File: src/pkg/vpl_map.vh
`ifndef VPL_MAP_VH
`define VPL_MAP_VH

// ----------------------------------------
// Register indices (byte address = index * 4)
// ----------------------------------------
`define VPL_IDX_RES_CFG 10'h0a4
`define VPL_IDX_SYNC_CFG 10'h0a5
`define VPL_IDX_LOCK_HI 10'h0a6
`define VPL_IDX_LOCK_LO 10'h0a7
`define VPL_IDX_FREQ_CODE 10'h0a3
`define VPL_IDX_STATUS 10'h0a8
`define VPL_IDX_W 10

// ----------------------------------------
// Field positions
// ----------------------------------------
`define VPL_RES_HI 7
`define VPL_RES_LO 6
`define VPL_SYNC_EN_BIT 7
`define VPL_LO_CNT_HI 7
`define VPL_LO_CNT_LO 3
`define VPL_FRES_BIT 2
`define VPL_HYST_HI 1
`define VPL_HYST_LO 0
`define VPL_FREQ_HI 4
`define VPL_FREQ_LO 0
`define VPL_STAT_LOCK_BIT 16

// ----------------------------------------
// Reset values
// ----------------------------------------
`define VPL_RST_BYTE 8'h00
`define VPL_RST_FREQ 5'h00

// ----------------------------------------
// Encodings and timing counts
// ----------------------------------------
`define VPL_RES_5MHZ 2'b00
`define VPL_RES_10MHZ 2'b01
`define VPL_RES_20MHZ 2'b10
`define VPL_RES_40MHZ 2'b11
`define VPL_REF_DIV_5MHZ 3'h7
`define VPL_REF_DIV_10MHZ 3'h3
`define VPL_REF_DIV_20MHZ 3'h1
`define VPL_REF_DIV_40MHZ 3'h0
`define VPL_K_5MHZ 8'h19
`define VPL_K_10MHZ 8'h31
`define VPL_K_20MHZ 8'h61
`define VPL_K_40MHZ 8'hc3
`define VPL_HYST_OFF 2'b00
`define VPL_HYST_11B 2'b01
`define VPL_HYST_8B 2'b10
`define VPL_LOCK_TOL 13'h0001
`define VPL_CNT_MAX 13'h1fff

`endif

File: src/verilog/vpl_hyst.v
`include "vpl_map.vh"

// PWM input hysteresis filter: small input moves are held off.
module vpl_hyst (
  // Clock, reset and enable.
  input wire clock,
  input wire rst,
  input wire ce,
  // Mode and data.
  input wire [1:0] mode,
  input wire [10:0] level_in,
  output reg [10:0] level_q
);

  wire [11:0] in_w;
  wire [11:0] cur_w;
  wire [8:0] in8_w;
  wire [8:0] cur8_w;
  reg take_d;

  assign in_w = {1'b0, level_in};
  assign cur_w = {1'b0, level_q};
  assign in8_w = {1'b0, level_in[10:3]};
  assign cur8_w = {1'b0, level_q[10:3]};

  // ----------------------------------------
  // Update decision
  // ----------------------------------------
  // A change of one step at the chosen resolution is ignored so the output cannot toggle.
  always @*
  begin
    case (mode)
      `VPL_HYST_11B:
        take_d = (in_w > cur_w + 12'h001) || (in_w + 12'h001 < cur_w); // [RL4]
      `VPL_HYST_8B:
        take_d = (in8_w > cur8_w + 9'h001) || (in8_w + 9'h001 < cur8_w); // [RL4]
      default:
        take_d = 1'b1; // Off, and the unused code acts as off.
    endcase
  end

  // Filtered level register.
  always @(posedge clock)
  begin
    if (rst)
      level_q <= 11'h000;
    else if (ce && take_d)
      level_q <= level_in;
  end

endmodule // vpl_hyst

File: src/verilog/vpl_cfg.v
// Operation
// [RL1] Bits 7:3 of the low lock-count byte hold bits 4:0 of the 13-bit lock count.
// [RL2] The 13-bit lock count is used only while sync locking is on, and ignored otherwise.
// [RL3] Select bit 0 takes the PWM frequency from the code field, 1 from the external resistor.
// [RL4] The hysteresis field ignores one-step input changes: 00 off, 01 at 11 bits, 10 at 8 bits.
// [RL5] The resolution field picks a 5/10/20/40 MHz PLL, with lock factors 26/50/98/196.
// [RL6] With the sync enable set the PLL follows the sync input, otherwise that input is ignored.
`include "vpl_map.vh"

module vpl_cfg (
  // Clock, reset and enable.
  input wire clock,
  input wire rst,
  input wire ce,
  // APB slave.
  input wire psel,
  input wire penable,
  input wire pwrite,
  input wire [31:0] paddr,
  input wire [31:0] pwdata,
  output wire pready,
  output reg [31:0] prdata,
  output reg pslverr,
  // Display sync pin.
  input wire vsync_in,
  // PWM input level from the decoder.
  input wire [10:0] pwm_in_level,
  // Controls and status to the rest of the driver.
  output wire sync_enabled,
  output wire freq_from_resistor,
  output wire [4:0] pwm_output_freq_code,
  output wire [1:0] pll_freq_sel,
  output reg pll_tick,
  output reg sync_locked,
  output reg [12:0] sync_period_count,
  output wire [10:0] pwm_level_out
);

  // ----------------------------------------
  // Stored configuration
  // ----------------------------------------
  reg [7:0] res_cfg_q;
  reg [7:0] sync_cfg_q;
  reg [7:0] lock_hi_q;
  reg [7:0] lock_lo_q;
  reg [4:0] freq_code_q;
  reg ans_q;
  reg vs_meta_q;
  reg vs_sync_q;
  reg vs_prev_q;
  reg [2:0] ref_div_q;
  reg [7:0] unit_div_q;
  reg [12:0] unit_cnt_q;
  wire [12:0] lock_count;
  wire sync_on;
  wire vs_edge;
  wire unit_tick;
  wire [`VPL_IDX_W-1:0] idx;
  wire addr_ok;
  wire setup;
  reg [2:0] ref_top;
  reg [7:0] k_top;
  reg [31:0] rd_d;
  reg hit_d;

  assign lock_count = {lock_hi_q, lock_lo_q[`VPL_LO_CNT_HI:`VPL_LO_CNT_LO]}; // [RL1]
  assign sync_on = sync_cfg_q[`VPL_SYNC_EN_BIT];
  assign sync_enabled = sync_on; // [RL6]
  assign freq_from_resistor = lock_lo_q[`VPL_FRES_BIT]; // [RL3]
  assign pwm_output_freq_code = freq_code_q; // [RL3]
  assign pll_freq_sel = res_cfg_q[`VPL_RES_HI:`VPL_RES_LO]; // [RL5]

  // ----------------------------------------
  // APB decode
  // ----------------------------------------
  assign idx = paddr[`VPL_IDX_W+1:2];
  assign addr_ok = (paddr[31:`VPL_IDX_W+2] == 20'h00000) && (paddr[1:0] == 2'b00);
  // Staging happens at the first enabled edge that sees psel, not only at a clean setup
  // edge, so a setup cycle lost to a low enable still completes instead of hanging.
  assign setup = psel && !ans_q;
  // Pready is held low while the enable is low, so a frozen write never looks complete.
  assign pready = psel && penable && ans_q && ce;

  // Read mux and address hit; bits above the register width read as zero.
  always @*
  begin
    rd_d = 32'h00000000;
    hit_d = 1'b1;
    case (idx)
      `VPL_IDX_RES_CFG:
        rd_d[7:0] = res_cfg_q;
      `VPL_IDX_SYNC_CFG:
        rd_d[7:0] = sync_cfg_q;
      `VPL_IDX_LOCK_HI:
        rd_d[7:0] = lock_hi_q;
      `VPL_IDX_LOCK_LO:
        rd_d[7:0] = lock_lo_q;
      `VPL_IDX_FREQ_CODE:
        rd_d[4:0] = freq_code_q;
      `VPL_IDX_STATUS:
      begin
        rd_d[12:0] = sync_period_count;
        rd_d[`VPL_STAT_LOCK_BIT] = sync_locked;
      end
      default:
        hit_d = 1'b0;
    endcase
    if (!addr_ok)
      hit_d = 1'b0;
    if (!hit_d)
      rd_d = 32'h00000000;
  end

  // Answer staging: read data and error are latched at the setup edge.
  always @(posedge clock)
  begin
    if (rst)
    begin
      ans_q <= 1'b0;
      prdata <= 32'h00000000;
      pslverr <= 1'b0;
    end
    else if (ce)
    begin
      if (setup)
      begin
        ans_q <= 1'b1;
        prdata <= rd_d;
        pslverr <= !hit_d || (pwrite && idx == `VPL_IDX_STATUS);
      end
      else if (pready)
        ans_q <= 1'b0;
    end
  end

  // ----------------------------------------
  // Register writes
  // ----------------------------------------
  // Writes land at the completing edge only; errored writes change nothing.
  always @(posedge clock)
  begin
    if (rst)
    begin
      res_cfg_q <= `VPL_RST_BYTE;
      sync_cfg_q <= `VPL_RST_BYTE;
      lock_hi_q <= `VPL_RST_BYTE;
      lock_lo_q <= `VPL_RST_BYTE;
      freq_code_q <= `VPL_RST_FREQ;
    end
    else if (ce && pready && pwrite && !pslverr)
    begin
      case (idx)
        `VPL_IDX_RES_CFG:
          res_cfg_q <= pwdata[7:0];
        `VPL_IDX_SYNC_CFG:
          sync_cfg_q <= pwdata[7:0];
        `VPL_IDX_LOCK_HI:
          lock_hi_q <= pwdata[7:0];
        `VPL_IDX_LOCK_LO:
          lock_lo_q <= pwdata[7:0]; // [RL1]
        `VPL_IDX_FREQ_CODE:
          freq_code_q <= pwdata[`VPL_FREQ_HI:`VPL_FREQ_LO];
        default:
          freq_code_q <= freq_code_q;
      endcase
    end
  end

  // ----------------------------------------
  // Sync pin capture
  // ----------------------------------------
  // Two flops before any logic, then an edge detector on the clean copy.
  always @(posedge clock)
  begin
    if (rst)
    begin
      vs_meta_q <= 1'b0;
      vs_sync_q <= 1'b0;
      vs_prev_q <= 1'b0;
    end
    else if (ce)
    begin
      vs_meta_q <= vsync_in;
      vs_sync_q <= vs_meta_q;
      vs_prev_q <= vs_sync_q;
    end
  end

  // A disabled sync input produces no edges at all.
  assign vs_edge = sync_on && vs_sync_q && !vs_prev_q; // [RL6]

  // ----------------------------------------
  // PLL rate and lock factor
  // ----------------------------------------
  // The 40 MHz reference is divided down to the selected PLL rate.
  always @*
  begin
    case (pll_freq_sel)
      `VPL_RES_5MHZ:
      begin
        ref_top = `VPL_REF_DIV_5MHZ;
        k_top = `VPL_K_5MHZ; // [RL5]
      end
      `VPL_RES_10MHZ:
      begin
        ref_top = `VPL_REF_DIV_10MHZ;
        k_top = `VPL_K_10MHZ; // [RL5]
      end
      `VPL_RES_20MHZ:
      begin
        ref_top = `VPL_REF_DIV_20MHZ;
        k_top = `VPL_K_20MHZ; // [RL5]
      end
      default:
      begin
        ref_top = `VPL_REF_DIV_40MHZ;
        k_top = `VPL_K_40MHZ; // [RL5]
      end
    endcase
  end

  assign unit_tick = pll_tick && (unit_div_q == k_top);

  // PLL tick and the divide-by-factor prescaler; a count left above the new factor by a resolution change is cleared to zero.
  always @(posedge clock)
  begin
    if (rst)
    begin
      ref_div_q <= 3'h0;
      pll_tick <= 1'b0;
      unit_div_q <= 8'h00;
    end
    else if (ce)
    begin
      pll_tick <= (ref_div_q >= ref_top);
      ref_div_q <= (ref_div_q >= ref_top) ? 3'h0 : ref_div_q + 3'h1;
      if (vs_edge || unit_tick || unit_div_q > k_top)
        unit_div_q <= 8'h00;
      else if (pll_tick)
        unit_div_q <= unit_div_q + 8'h01;
    end
  end

  // ----------------------------------------
  // Lock measurement
  // ----------------------------------------
  // Units between sync edges are compared with the programmed count; the count is only
  // consulted while locking is on, so stale values cannot claim lock.
  always @(posedge clock)
  begin
    if (rst)
    begin
      unit_cnt_q <= 13'h0000;
      sync_period_count <= 13'h0000;
      sync_locked <= 1'b0;
    end
    else if (ce)
    begin
      if (!sync_on)
      begin
        unit_cnt_q <= 13'h0000;
        sync_locked <= 1'b0; // [RL2]
      end
      else if (vs_edge)
      begin
        unit_cnt_q <= 13'h0000;
        sync_period_count <= unit_cnt_q;
        sync_locked <= (unit_cnt_q + `VPL_LOCK_TOL >= lock_count) &&
          (unit_cnt_q <= lock_count + `VPL_LOCK_TOL); // [RL2]
      end
      else if (unit_tick && unit_cnt_q != `VPL_CNT_MAX)
        unit_cnt_q <= unit_cnt_q + 13'h0001;
    end
  end

  // ----------------------------------------
  // PWM input hysteresis
  // ----------------------------------------
  vpl_hyst u_hyst (
    .clock(clock),
    .rst(rst),
    .ce(ce),
    .mode(lock_lo_q[`VPL_HYST_HI:`VPL_HYST_LO]), // [RL4]
    .level_in(pwm_in_level),
    .level_q(pwm_level_out)
  );

endmodule // vpl_cfg

File: config.mk
export PLATFORM = sky130hd
export DESIGN_NAME = vpl_cfg
export DESIGN_NICKNAME = d
export VERILOG_FILES = /design/src/verilog/vpl_hyst.v /design/src/verilog/vpl_cfg.v
export VERILOG_INCLUDE_DIRS = /design/src /design/src/pkg
export SDC_FILE = /design/constraint.sdc
export NUM_CORES = 1
export LEC_CHECK = 0
export BUFFER_PORTS_ARGS = -buffer_cell sky130_fd_sc_hd__buf_2
export CELL_PAD_IN_SITES_DETAIL_PLACEMENT = 0
export CELL_PAD_IN_SITES_GLOBAL_PLACEMENT = 1
export CORE_UTILIZATION = 30
export DETAILED_ROUTE_END_ITERATION = 10
export PLACE_DENSITY = 0.7
export REMOVE_ABC_BUFFERS = 1
export SETUP_SLACK_MARGIN = 0.05
export SLEW_MARGIN = 20
export SYNTH_ARGS = -nofsm -noshare
export SYNTH_HDL_FRONTEND = slang
export SYNTH_SLANG_ARGS = --single-unit
File: constraint.sdc
create_clock -name clock -period 9.1 [get_ports clock]
set_input_delay 2.73 -clock clock [delete_from_list [all_inputs] [get_ports clock]]
set_output_delay 2.73 -clock clock [all_outputs]
set_load 0.05 [all_outputs]
==> results.md, run 1 <==
- The sequential share of the synthesized area is 0.290.
- Of the total synthesized cell area, the portion taken by XOR and XNOR cells is 0.0730.
- The slowest stage of the critical path is the sky130_fd_sc_hd__buf_2 cell.
- The number of hold buffers added after CTS was 0.
- The detailed router finished its first iteration with 385 violations.
- The smallest clock period supported by the final layout is computed as 6.50 ns.
- After filler insertion, the fill cell instance count of the layout stands at 2568.
- In this run the number of H-tree levels came out at 3.
- By area the synthesized netlist is led by sky130_fd_sc_hd__dfxtp_1 29%, sky130_fd_sc_hd__ha_1 15%, sky130_fd_sc_hd__nand2_1 6.6%, sky130_fd_sc_hd__a21oi_1 5.7%, sky130_fd_sc_hd__xnor2_1 4.8%.
- The netlist uses 65 different library cells.
- The congestion estimate from routability-driven global placement came to 0.905.
- Once layout is complete, the utilization of the core stands at 0.353.
- The number of max-cap violations is 0.
- The required time of the critical path is 6.37 ns.
- The layout overhead on the synthesized area is 14.1%.
- Clock tree synthesis inserted a total of 9 buffers.
- For this run, the leading register cell type out of synthesis is sky130_fd_sc_hd__dfxtp_1.
- The number of instances in the synthesized netlist is 903.
- The dominant cell type by count on the critical path is sky130_fd_sc_hd__buf_2.
- The share of the synthesized area in the top cell type is 0.290.
- The final route contains 6491 vias.
- The wire length of the first global-routing pass is 32600 µm.
- The number of placement rows is 56.
- The type of the worst setup path is primary input to primary output.
- During synthesis, Yosys emitted a total of 0 warnings.
- The total of buffers placed on input and output ports is 108.
- The count of cells resized by post-cts repair is 0.
- Of the total power, combinational logic draws 0.136.
- The post-route worst hold slack is 0.455 ns.
- The worst min-delay path category is flop to flop.
- Counting flops with a built-in enable in the synthesized netlist gives 0.
- Of all nets on the critical path, the largest fanout is 26.
- Of the total power, the clock network draws 0.411.
- The master cell of the clock root buffer is sky130_fd_sc_hd__clkbuf_16.
- In this run, synthesis produced a sequential element count of 106.
- In this run the power spent charging and discharging nets is 311 µW.
- The clock insertion delay at the later pin of the skew report is 0.36 ns.
- The longest individual stage delay on the worst path is 0.42 ns.
- The total routing resource utilization after global routing is 0.170.
- The floorplan step defined a die boundary enclosing 25000 µm².
- STA classifies the critical path endpoint as a primary output.
- The DRC violation count after routing is 0.
- On the critical path the largest part of the delay comes from buffers and inverters.
- The die width is 158 µm.
- The count of endpoints failing hold in the final timing report is 0.
- Of the available clock period, the critical path in the final layout requires 0.715.
- STA classifies the critical path startpoint as a primary input.
- After clock tree synthesis, the setup repair step added 0 buffers.
- The switching power share of the total is 0.296.
- The relative contribution of sequential cells to total power is 0.453.
- In the final routed layout, each cell accounts on average for 15.7 µm.
- The flow ran to the end, and the final reports show no timing, DRC or antenna violations.
- The final-stage net count is 1152.
- For this design the static power due to leakage is 0.00342 µW.
- The post-synthesis share of cell area spent on full adders, half adders and majority gates is 0.145.
- Across the VDD grid, the largest voltage drop is 0.0785 mV.
- The remaining global-route overflow is 0.
- The simple-gate area share of the yosys netlist is 0.224.
- The number of global-route vias before repair is 6066.
- The total I/O pin count is 151.
- The peak clock frequency supported by timing is 0.154 GHz.
- The area of the mapped netlist is 7320 µm².
- The number of pins with negative max-slew slack in the final report was 0.
- In the synthesized netlist the async set-or-reset flop fraction comes to 0.
- The number of detailed-routing iterations run before antenna repair is 5.
- At the pin with the least slew margin, the transition time is 0.948 ns.
- The aggregate routed wire length is 20500 µm.
- The initial antenna violation count was 1.
- The initial standard-cell utilization of the core is 0.309.
- Detailed placement ended at an HPWL of 15600 µm.
- The final setup violation count is 0.
- The post-detailed-route via-to-cell ratio is 4.95.
- The clock arrives with 0.00911 ns of skew.
- No sink is reached through more buffers than the 2 on the longest clock path.
- The largest net degree at the start of global routing is 61.
- The vertical die dimension is 158 µm.
- Of the cells placed in the final design, the portion with a size suffix greater than 1 is 0.141.
- The normalized max-slew margin is 0.366.
- The clock sink total is 106.
- Setup total negative slack on the finished layout was measured at 0 ns.
- The number of buffers and inverters on the critical path is 2.
- The largest family of logic cells by synthesized area is simple AND/OR/NAND/NOR gates.
- The biggest area contributor in the post-synthesis netlist is sky130_fd_sc_hd__dfxtp_1.
- STA puts the critical path data arrival time at 3.77 ns.
- TritonCTS built the clock tree.
- The power density normalized to cell area is 126 nW/µm².
- The critical path goes through buf_2, and4_1, buf_2.
- The core box area is 23700 µm².
- Measured against the total synthesized area, the mux share comes to 0.0449.
- After clock tree synthesis, the clock-pin slew on the worst setup and hold paths is 0.08 ns.
- In this run the mean area of a mapped cell was 8.11 µm².
- The compound-cell area share of the yosys netlist is 0.155.
- Internal power comes to 740 µW.
- Setup repair after global routing left no endpoint under its margin.
- Once detail routing completed, the nets flagged for antenna violations numbered 0.
per-stage QoR:
step | instance area [µm²] | instances | setup WS, ns | power, µW
after floorplan | 7080 | 864 | 3.13 | 576
after global placement | 8030 | 1293 | 2.59 | 629
after detailed placement | 8030 | 1293 | 2.58 | 630
after CTS | 8350 | 1309 | 2.58 | 1060
after global routing | 8360 | 1310 | 2.52 | 1100
final | 8360 | 1310 | 2.60 | 1050
worst paths after layout:
check / end / slack [ns] / cells after the start / startpoint
max reg2reg: u_hyst.level_q[6] / 5.04 / 13 / u_hyst.level_q[3]
min reg2reg: res_cfg_q[2] / 0.45 / 2 / res_cfg_q[2]
min: res_cfg_q[2] / 0.45 / 2 / res_cfg_q[2]
max: pready / 2.60 / 3 / ce
registers in the layout, indices dropped and copies added (netlist names), 3 cells and up:
name,cells
pwm_output_freq_code,5
res_cfg_q,8
lock_lo_q,8
sync_period_count,13
unit_div_q,8
sync_cfg_q,8
ref_div_q,3
prdata,14
lock_hi_q,8
u_hyst.level_q,11
unit_cnt_q,13
worst min-delay path, stage by stage, from the launching register on:
cell and delay [ns]:
sky130_fd_sc_hd__dfxtp_1 0.31, sky130_fd_sc_hd__nand2_1 0.05, sky130_fd_sc_hd__a21oi_1 0.05
power by group through the flow:
stage	logic (µW)	registers [µW]	clock network, µW
after global placement	142	487	0
final	143	476	433
after floorplan	79.5	496	0
after global routing	161	477	461
after CTS	144	476	445
after detailed placement	143	487	0
cell families (layout without fill, tap and decap cells):
group | Yosys count | count (layout)
xor+xnor | 61 | 61
mux | 29 | 29
fa+ha+maj | 85 | 85
simple gates | 336 | 336
buf+inv | 105 | 175
other cells | 1 | 19
flops | 106 | 106
compound gates | 180 | 180
placed cells by master (no fill, tap or decap), types with 3 or more instances in the layout:
cell type                   instances
sky130_fd_sc_hd__nand4_1           16
sky130_fd_sc_hd__a311oi_1          10
sky130_fd_sc_hd__o21ai_0           15
sky130_fd_sc_hd__a22oi_1           17
sky130_fd_sc_hd__clkbuf_16          9
sky130_fd_sc_hd__nand2_1          128
sky130_fd_sc_hd__o211ai_1           3
sky130_fd_sc_hd__nor2b_1           12
sky130_fd_sc_hd__xnor2_1           40
sky130_fd_sc_hd__nor2_1            62
sky130_fd_sc_hd__nor4b_1            3
sky130_fd_sc_hd__or3_1              3
sky130_fd_sc_hd__buf_2            107
sky130_fd_sc_hd__and3_1             6
sky130_fd_sc_hd__a21oi_1           83
sky130_fd_sc_hd__nor4_1             7
sky130_fd_sc_hd__and4_1             4
sky130_fd_sc_hd__nand2b_1          31
sky130_fd_sc_hd__nor3_1             9
sky130_fd_sc_hd__inv_1             49
sky130_fd_sc_hd__mux4_2             3
sky130_fd_sc_hd__buf_4              3
sky130_fd_sc_hd__a21o_1            14
sky130_fd_sc_hd__ha_1              85
sky130_fd_sc_hd__a41oi_1            4
sky130_fd_sc_hd__xor2_1            21
sky130_fd_sc_hd__nand3_1           34
sky130_fd_sc_hd__a221o_1            3
sky130_fd_sc_hd__a22o_1             4
sky130_fd_sc_hd__mux2i_1           25
sky130_fd_sc_hd__o22ai_1            4
sky130_fd_sc_hd__a31oi_1            4
sky130_fd_sc_hd__nand3b_1           5
sky130_fd_sc_hd__dfxtp_1          106
sky130_fd_sc_hd__o21a_1             3
sky130_fd_sc_hd__conb_1            18
cell type report:
class	count	area, µm²	share of cell area
Timing Repair Buffer	110	558	0.0668
Multi-Input combinational cell	709	4770	0.571
Clock buffer	9	225	0.0270
Sequential cell	106	2120	0.254
Inverter	49	184	0.0220
Antenna cell	1	2.50	0.000299
Clock inverter	7	93.8	0.0112
Tap cell	319	399	0.0478
routing by layer:
| layer | global-route usage | part of all wire | vias to the layer above |
|---|---|---|---|
| met3 | 0.0249 | 0.042 | 16 |
| met4 | 0.0453 | 0.013 | 0 |
| met2 | 0.271 | 0.45 | 148 |
| met1 | 0.236 | 0.50 | 3017 |
| li1 | - | - | 3310 |
| met5 | 0 | 0 | - |
synth_stat cells (all sizes together) (2+ instances only):
| cell | count |
|---|---|
| a211oi | 2 |
| nand3b | 5 |
| a22o | 4 |
| o211ai | 3 |
| nor2 | 63 |
| nor2b | 12 |
| nand2 | 128 |
| or3 | 3 |
| mux4 | 3 |
| o21ai | 17 |
| o21a | 3 |
| clkbuf | 26 |
| o311ai | 2 |
| nor4b | 3 |
| nor3b | 2 |
| a31oi | 4 |
| mux2i | 25 |
| a21oi | 84 |
| o22ai | 4 |
| buf | 30 |
| nand2b | 31 |
| a22oi | 17 |
| nor3 | 10 |
| nand4 | 16 |
| a311oi | 10 |
| xor2 | 21 |
| and2 | 2 |
| and3 | 6 |
| a21o | 14 |
| nand3 | 36 |
| or4 | 2 |
| inv | 49 |
| and4 | 4 |
| ha | 85 |
| dfxtp | 106 |
| or2 | 2 |
| a221o | 3 |
| xnor2 | 40 |
| a41oi | 4 |
| nor4 | 8 |
Note: power is estimated with default switching activity, not from simulation.
==> run 2, diff against run 1 <==
--- a/config.mk
+++ b/config.mk
@@ -6,12 +6,13 @@
 export SDC_FILE = /design/constraint.sdc
 export NUM_CORES = 1
 export LEC_CHECK = 0
+export ABC_AREA = 1
 export BUFFER_PORTS_ARGS = -buffer_cell sky130_fd_sc_hd__buf_2
 export CELL_PAD_IN_SITES_DETAIL_PLACEMENT = 0
 export CELL_PAD_IN_SITES_GLOBAL_PLACEMENT = 1
 export CORE_UTILIZATION = 30
 export DETAILED_ROUTE_END_ITERATION = 10
-export PLACE_DENSITY = 0.7
+export PLACE_DENSITY = 0.72
 export REMOVE_ABC_BUFFERS = 1
 export SETUP_SLACK_MARGIN = 0.05
 export SLEW_MARGIN = 20
==> constraint.sdc (replaced) <==
create_clock -name clock -period 6 [get_ports clock]
set_input_delay 1.8 -clock clock [delete_from_list [all_inputs] [get_ports clock]]
set_output_delay 1.8 -clock clock [all_outputs]
set_load 0.05 [all_outputs]
==> run 2 against run 1 <==
Effect of this change: largest cell class unchanged; sequential power up 52%; sequential share of layout area down 0.37 points; clock skew up 0.0018 ns; cell count up 13%.
==> results.md, run 2 <==
- The flow ran to the end, and the final reports show no timing, DRC or antenna violations.
- The share of the synthesized area in the top cell type is 0.284 (-0.00597).
- The die width is 160 µm (+1.0%).
- The normalized max-slew margin is 0.305 (-0.0612).
- The maximum VDD drop came to 0.107 mV (+36%).
- The total I/O pin count is 151 (unchanged).
- The hold buffer count at CTS is 0 (unchanged).
- The sequential share of the synthesized area came to 0.284 (-0.00597).
- The vertical die dimension is 160 µm (+1.0%).
- The placement-stage cell area is 8190 µm² (+1.9%).
- The count of cells resized by post-cts repair is 0 (unchanged).
- The antenna violation net count after detailed routing is 0 (unchanged).
- More flip-flops sit in one register than any other, and that register is prdata.
- The remaining global-route overflow is 0 (unchanged).
- The clock insertion delay at the later pin of the skew report is 0.36 ns (about the same).
- The total routing resource utilization after global routing came to 0.171 (+0.00113).
- The count of endpoints failing hold in the final timing report was 0 (unchanged).
- The worst path in the final design needs a cycle of 4.34 ns, including I/O delays and setup.
- The arrival time at the worst endpoint is 4.59 ns (+0.82 ns).
- The most area-hungry cell type in the Yosys netlist is sky130_fd_sc_hd__dfxtp_1.
- Sorting the synthesized cells by how often they occur yields 185 x sky130_fd_sc_hd__nand2_1, 124 x sky130_fd_sc_hd__inv_1, 110 x sky130_fd_sc_hd__a21oi_1, 106 x sky130_fd_sc_hd__dfxtp_1, 103 x sky130_fd_sc_hd__nor2_1.
- The total of buffers placed on input and output ports is 108 (unchanged).
- The clock buffer count from CTS is 9 (unchanged).
- The number of enable-type register cells in the synthesized netlist is 0 (unchanged).
- The sum of net half-perimeters after detailed placement was 16600 µm (+6.1%).
- The mean routed wirelength per cell is 14.4 µm (-8.2%).
- The yosys synthesis warning count was 0 (unchanged).
- The number of vias after detailed routing came to 6861 (+5.7%).
- Among all flip-flop cells after synthesis, the most frequent one is sky130_fd_sc_hd__dfxtp_1.
- The peak clock frequency supported by timing is 0.230 GHz.
- Ranked by total cell area, the synthesized netlist is headed by sky130_fd_sc_hd__dfxtp_1 28%, sky130_fd_sc_hd__ha_1 14%, sky130_fd_sc_hd__nand2_1 9.3%, sky130_fd_sc_hd__a21oi_1 7.4%, sky130_fd_sc_hd__inv_1 6.2%.
- Leaving out fill and tap cells, the most frequent cells in the layout are 185 x sky130_fd_sc_hd__nand2_1, 123 x sky130_fd_sc_hd__inv_1, 110 x sky130_fd_sc_hd__a21oi_1.
- The startpoint type of the worst setup path is a primary input.
- The number of pins with negative max-slew slack in the final report is 0 (unchanged).
- The maximum net fanout on the critical path was 22 (-15%).
- The fraction of synthesis flops using an asynchronous set or reset pin is 0 (unchanged).
- The clock transition at the register clock pins on the worst setup and hold paths after CTS is 0.07 ns (about the same).
- The mean cell area of the mapped netlist is 7.05 µm² (-13%).
- The largest registers in the layout are prdata x14, sync_period_count x13, unit_cnt_q x13.
- The final setup violation count came to 0 (unchanged).
- The core box area is 24400 µm² (+3.0%).
- The most frequent standard cell in the layout excluding fill and tap cells is sky130_fd_sc_hd__nand2_1.
- Setup repair after global routing left no endpoint under its margin.
- The initial standard-cell utilization of the core came to 0.307 (-0.00267).
- The number of DRC markers after the initial detailed-route iteration came to 389 (+1.0%).
- The DRC violation count after routing is 0 (unchanged).
- The H-tree level count came to 3 (unchanged).
- The power density normalized to cell area is 185 nW/µm² (+47%).
- The layout overhead on the synthesized area is 13.4%.
- The clock skew after layout is 0.0109 ns (+0.00181 ns).
- The worst hold path belongs to the class flop to flop.
- The required time of the critical path was 6.25 ns (-0.12 ns).
- The period utilization is 0.724.
- The aggregate routed wire length came to 21300 µm (+3.8%).
- Among all cell types in the netlist, the one instantiated most often is sky130_fd_sc_hd__nand2_1.
- The number of instances in the synthesized netlist is 1060 (+17%).
- The critical path is of the primary input to flop type.
- The number of max-cap violations was 0 (unchanged).
- The largest net degree at the start of global routing is 62 (+1.6%).
- The number of global-route vias before repair is 6559 (+8.1%).
- STA classifies the critical path endpoint as a flop.
- The overall die area is 25600 µm² (+2.1%).
- TritonCTS built the clock tree.
- The flip-flop and latch count after synthesis was 106 (unchanged).
- The initial antenna violation count was 1 (unchanged).
- The final weighted congestion in routability-driven placement is 0.816 (-9.9%).
- In this run the critical register-to-register path is launched from u_hyst.level_q[3].
- The post-CTS setup buffer count came to 0 (unchanged).
- The fraction of layout cells with a size suffix above 1 is 0.151 (+0.00924).
- The number of detailed-routing iterations run before antenna repair was 5 (unchanged).
- The sum of negative setup slack was 0 ns (unchanged).
- The number of distinct library cells after synthesis is 45 (-31%).
- The area of the mapped netlist is 7480 µm² (+2.1%).
- The clock sink total is 106 (unchanged).
- The flip-flop count of the largest register, all copies and words added came to 14 (unchanged).
- The root buffer cell chosen for the clock tree is sky130_fd_sc_hd__clkbuf_16.
- The number of placement rows came to 57 (+1.8%).
- The post-route cell area was 8480 µm² (+1.5%).
- The leakage component of the power was 0.00383 µW (+12%).
- The number of fill cells in the layout is 2675 (+4.2%).
- The worst min-delay path startpoint is res_cfg_q[3].
- The final-stage net count is 1318 (+14%).
- The first element of the critical path is pwm_in_level[3].
- The slew of the pin with the lowest slew margin was 1.04 ns (+0.0899 ns).
- The maximum buffer depth of the clock tree is 2 (unchanged).
- The wire length of the first global-routing pass is 34900 µm (+7.0%).
- The post-detailed-route via-to-cell ratio is 4.64 (-6.4%).
-- run 2: cell types whose count changed in the layout (fill, tap and decap cells not counted), sizes merged, moves of 11 or more --
cell | before | now
inv | 53 | 140
o21ai | 17 | 79
nand2 | 128 | 189
nor2 | 63 | 106
a21oi | 84 | 120
xnor2 | 40 | 8
nand2b | 31 | 0
nand3 | 36 | 64
mux2i | 25 | 0
xor2 | 21 | 40
a22oi | 17 | 0
nor2b | 12 | 0
a21o | 14 | 3
-- run 2: cells by family (layout without fill, tap and decap cells) --
group | count (synthesis) | count (layout) | share of synthesized area
AND/OR/NAND/NOR | 406 | 406 | 0.240
AO/OA/AOI/OAI | 221 | 221 | 0.160
buffers and inverters | 192 | 270 | 0.115
flip-flops | 106 | 106 | 0.284
adder cells (fa/ha/maj) | 85 | 85 | 0.142
XOR/XNOR | 48 | 48 | 0.0562
other | 1 | 19 | 0.000502
multiplexers | 1 | 1 | 0.00151
-- run 2: final timing paths --
path                                            to  slack [ns]  cells after the start
worst min register to register        res_cfg_q[3]        0.46                      2
worst max register to register   u_hyst.level_q[4]        2.73                     19
worst max-delay path            u_hyst.level_q[10]        1.66                     19
worst min-delay path                  res_cfg_q[3]        0.46                      2
-- run 2: worst max-delay path, stage by stage --
cell                       delay (ns)
sky130_fd_sc_hd__buf_2           0.17
sky130_fd_sc_hd__inv_1           0.12
sky130_fd_sc_hd__nor3_1          0.53
sky130_fd_sc_hd__nand2_1         0.14
sky130_fd_sc_hd__xor2_1          0.19
sky130_fd_sc_hd__nand2_1         0.05
sky130_fd_sc_hd__o21ai_0         0.08
sky130_fd_sc_hd__ha_1            0.31
sky130_fd_sc_hd__a21o_1          0.18
sky130_fd_sc_hd__a31oi_1         0.13
sky130_fd_sc_hd__nand2_1         0.07
sky130_fd_sc_hd__clkinv_1        0.05
sky130_fd_sc_hd__nand2_1         0.04
sky130_fd_sc_hd__nand2_1         0.07
sky130_fd_sc_hd__nand2_1         0.06
sky130_fd_sc_hd__nand3_2         0.35
sky130_fd_sc_hd__nand3_1         0.13
sky130_fd_sc_hd__nand2_1         0.08
sky130_fd_sc_hd__nor2_1          0.04
-- run 2: power by group --
| part | internal (µW) | switching [µW] |
|---|---|---|
| clock network | 323 | 280 |
| logic | 79.1 | 165 |
| registers | 712 | 10.9 |
| total | 1110 | 456 |
-- run 2: per-layer routing --
layer  track usage  share of wire
met5             0              0
met4        0.0416          0.014
met3        0.0257          0.035
met2         0.281           0.45
met1         0.233           0.50
-- run 2: cell type report --
class / instances / area [µm²] / share of cell area
diodes: 1 / 2.50 / 0.000295
clock buffers: 11 / 233 / 0.0274
clock inverters: 4 / 53.8 / 0.00635
inverters: 143 / 537 / 0.0633
multi-input cells: 779 / 4550 / 0.537
flip-flops and latches: 106 / 2120 / 0.250
well taps: 324 / 405 / 0.0478
repair buffers: 112 / 571 / 0.0673
-- run 2: metrics by stage --
stage	setup WS [ns]	util	hold slack, ns	power, µW	instances
after floorplan	2.00	-	0.432	903	1028
after global placement	1.22	0.336	0.439	983	1464
after detailed placement	1.23	0.336	0.446	985	1464
after CTS	1.61	0.347	0.459	1590	1479
after global routing	1.28	0.348	0.476	1650	1480
final	1.66	0.348	0.458	1570	1480
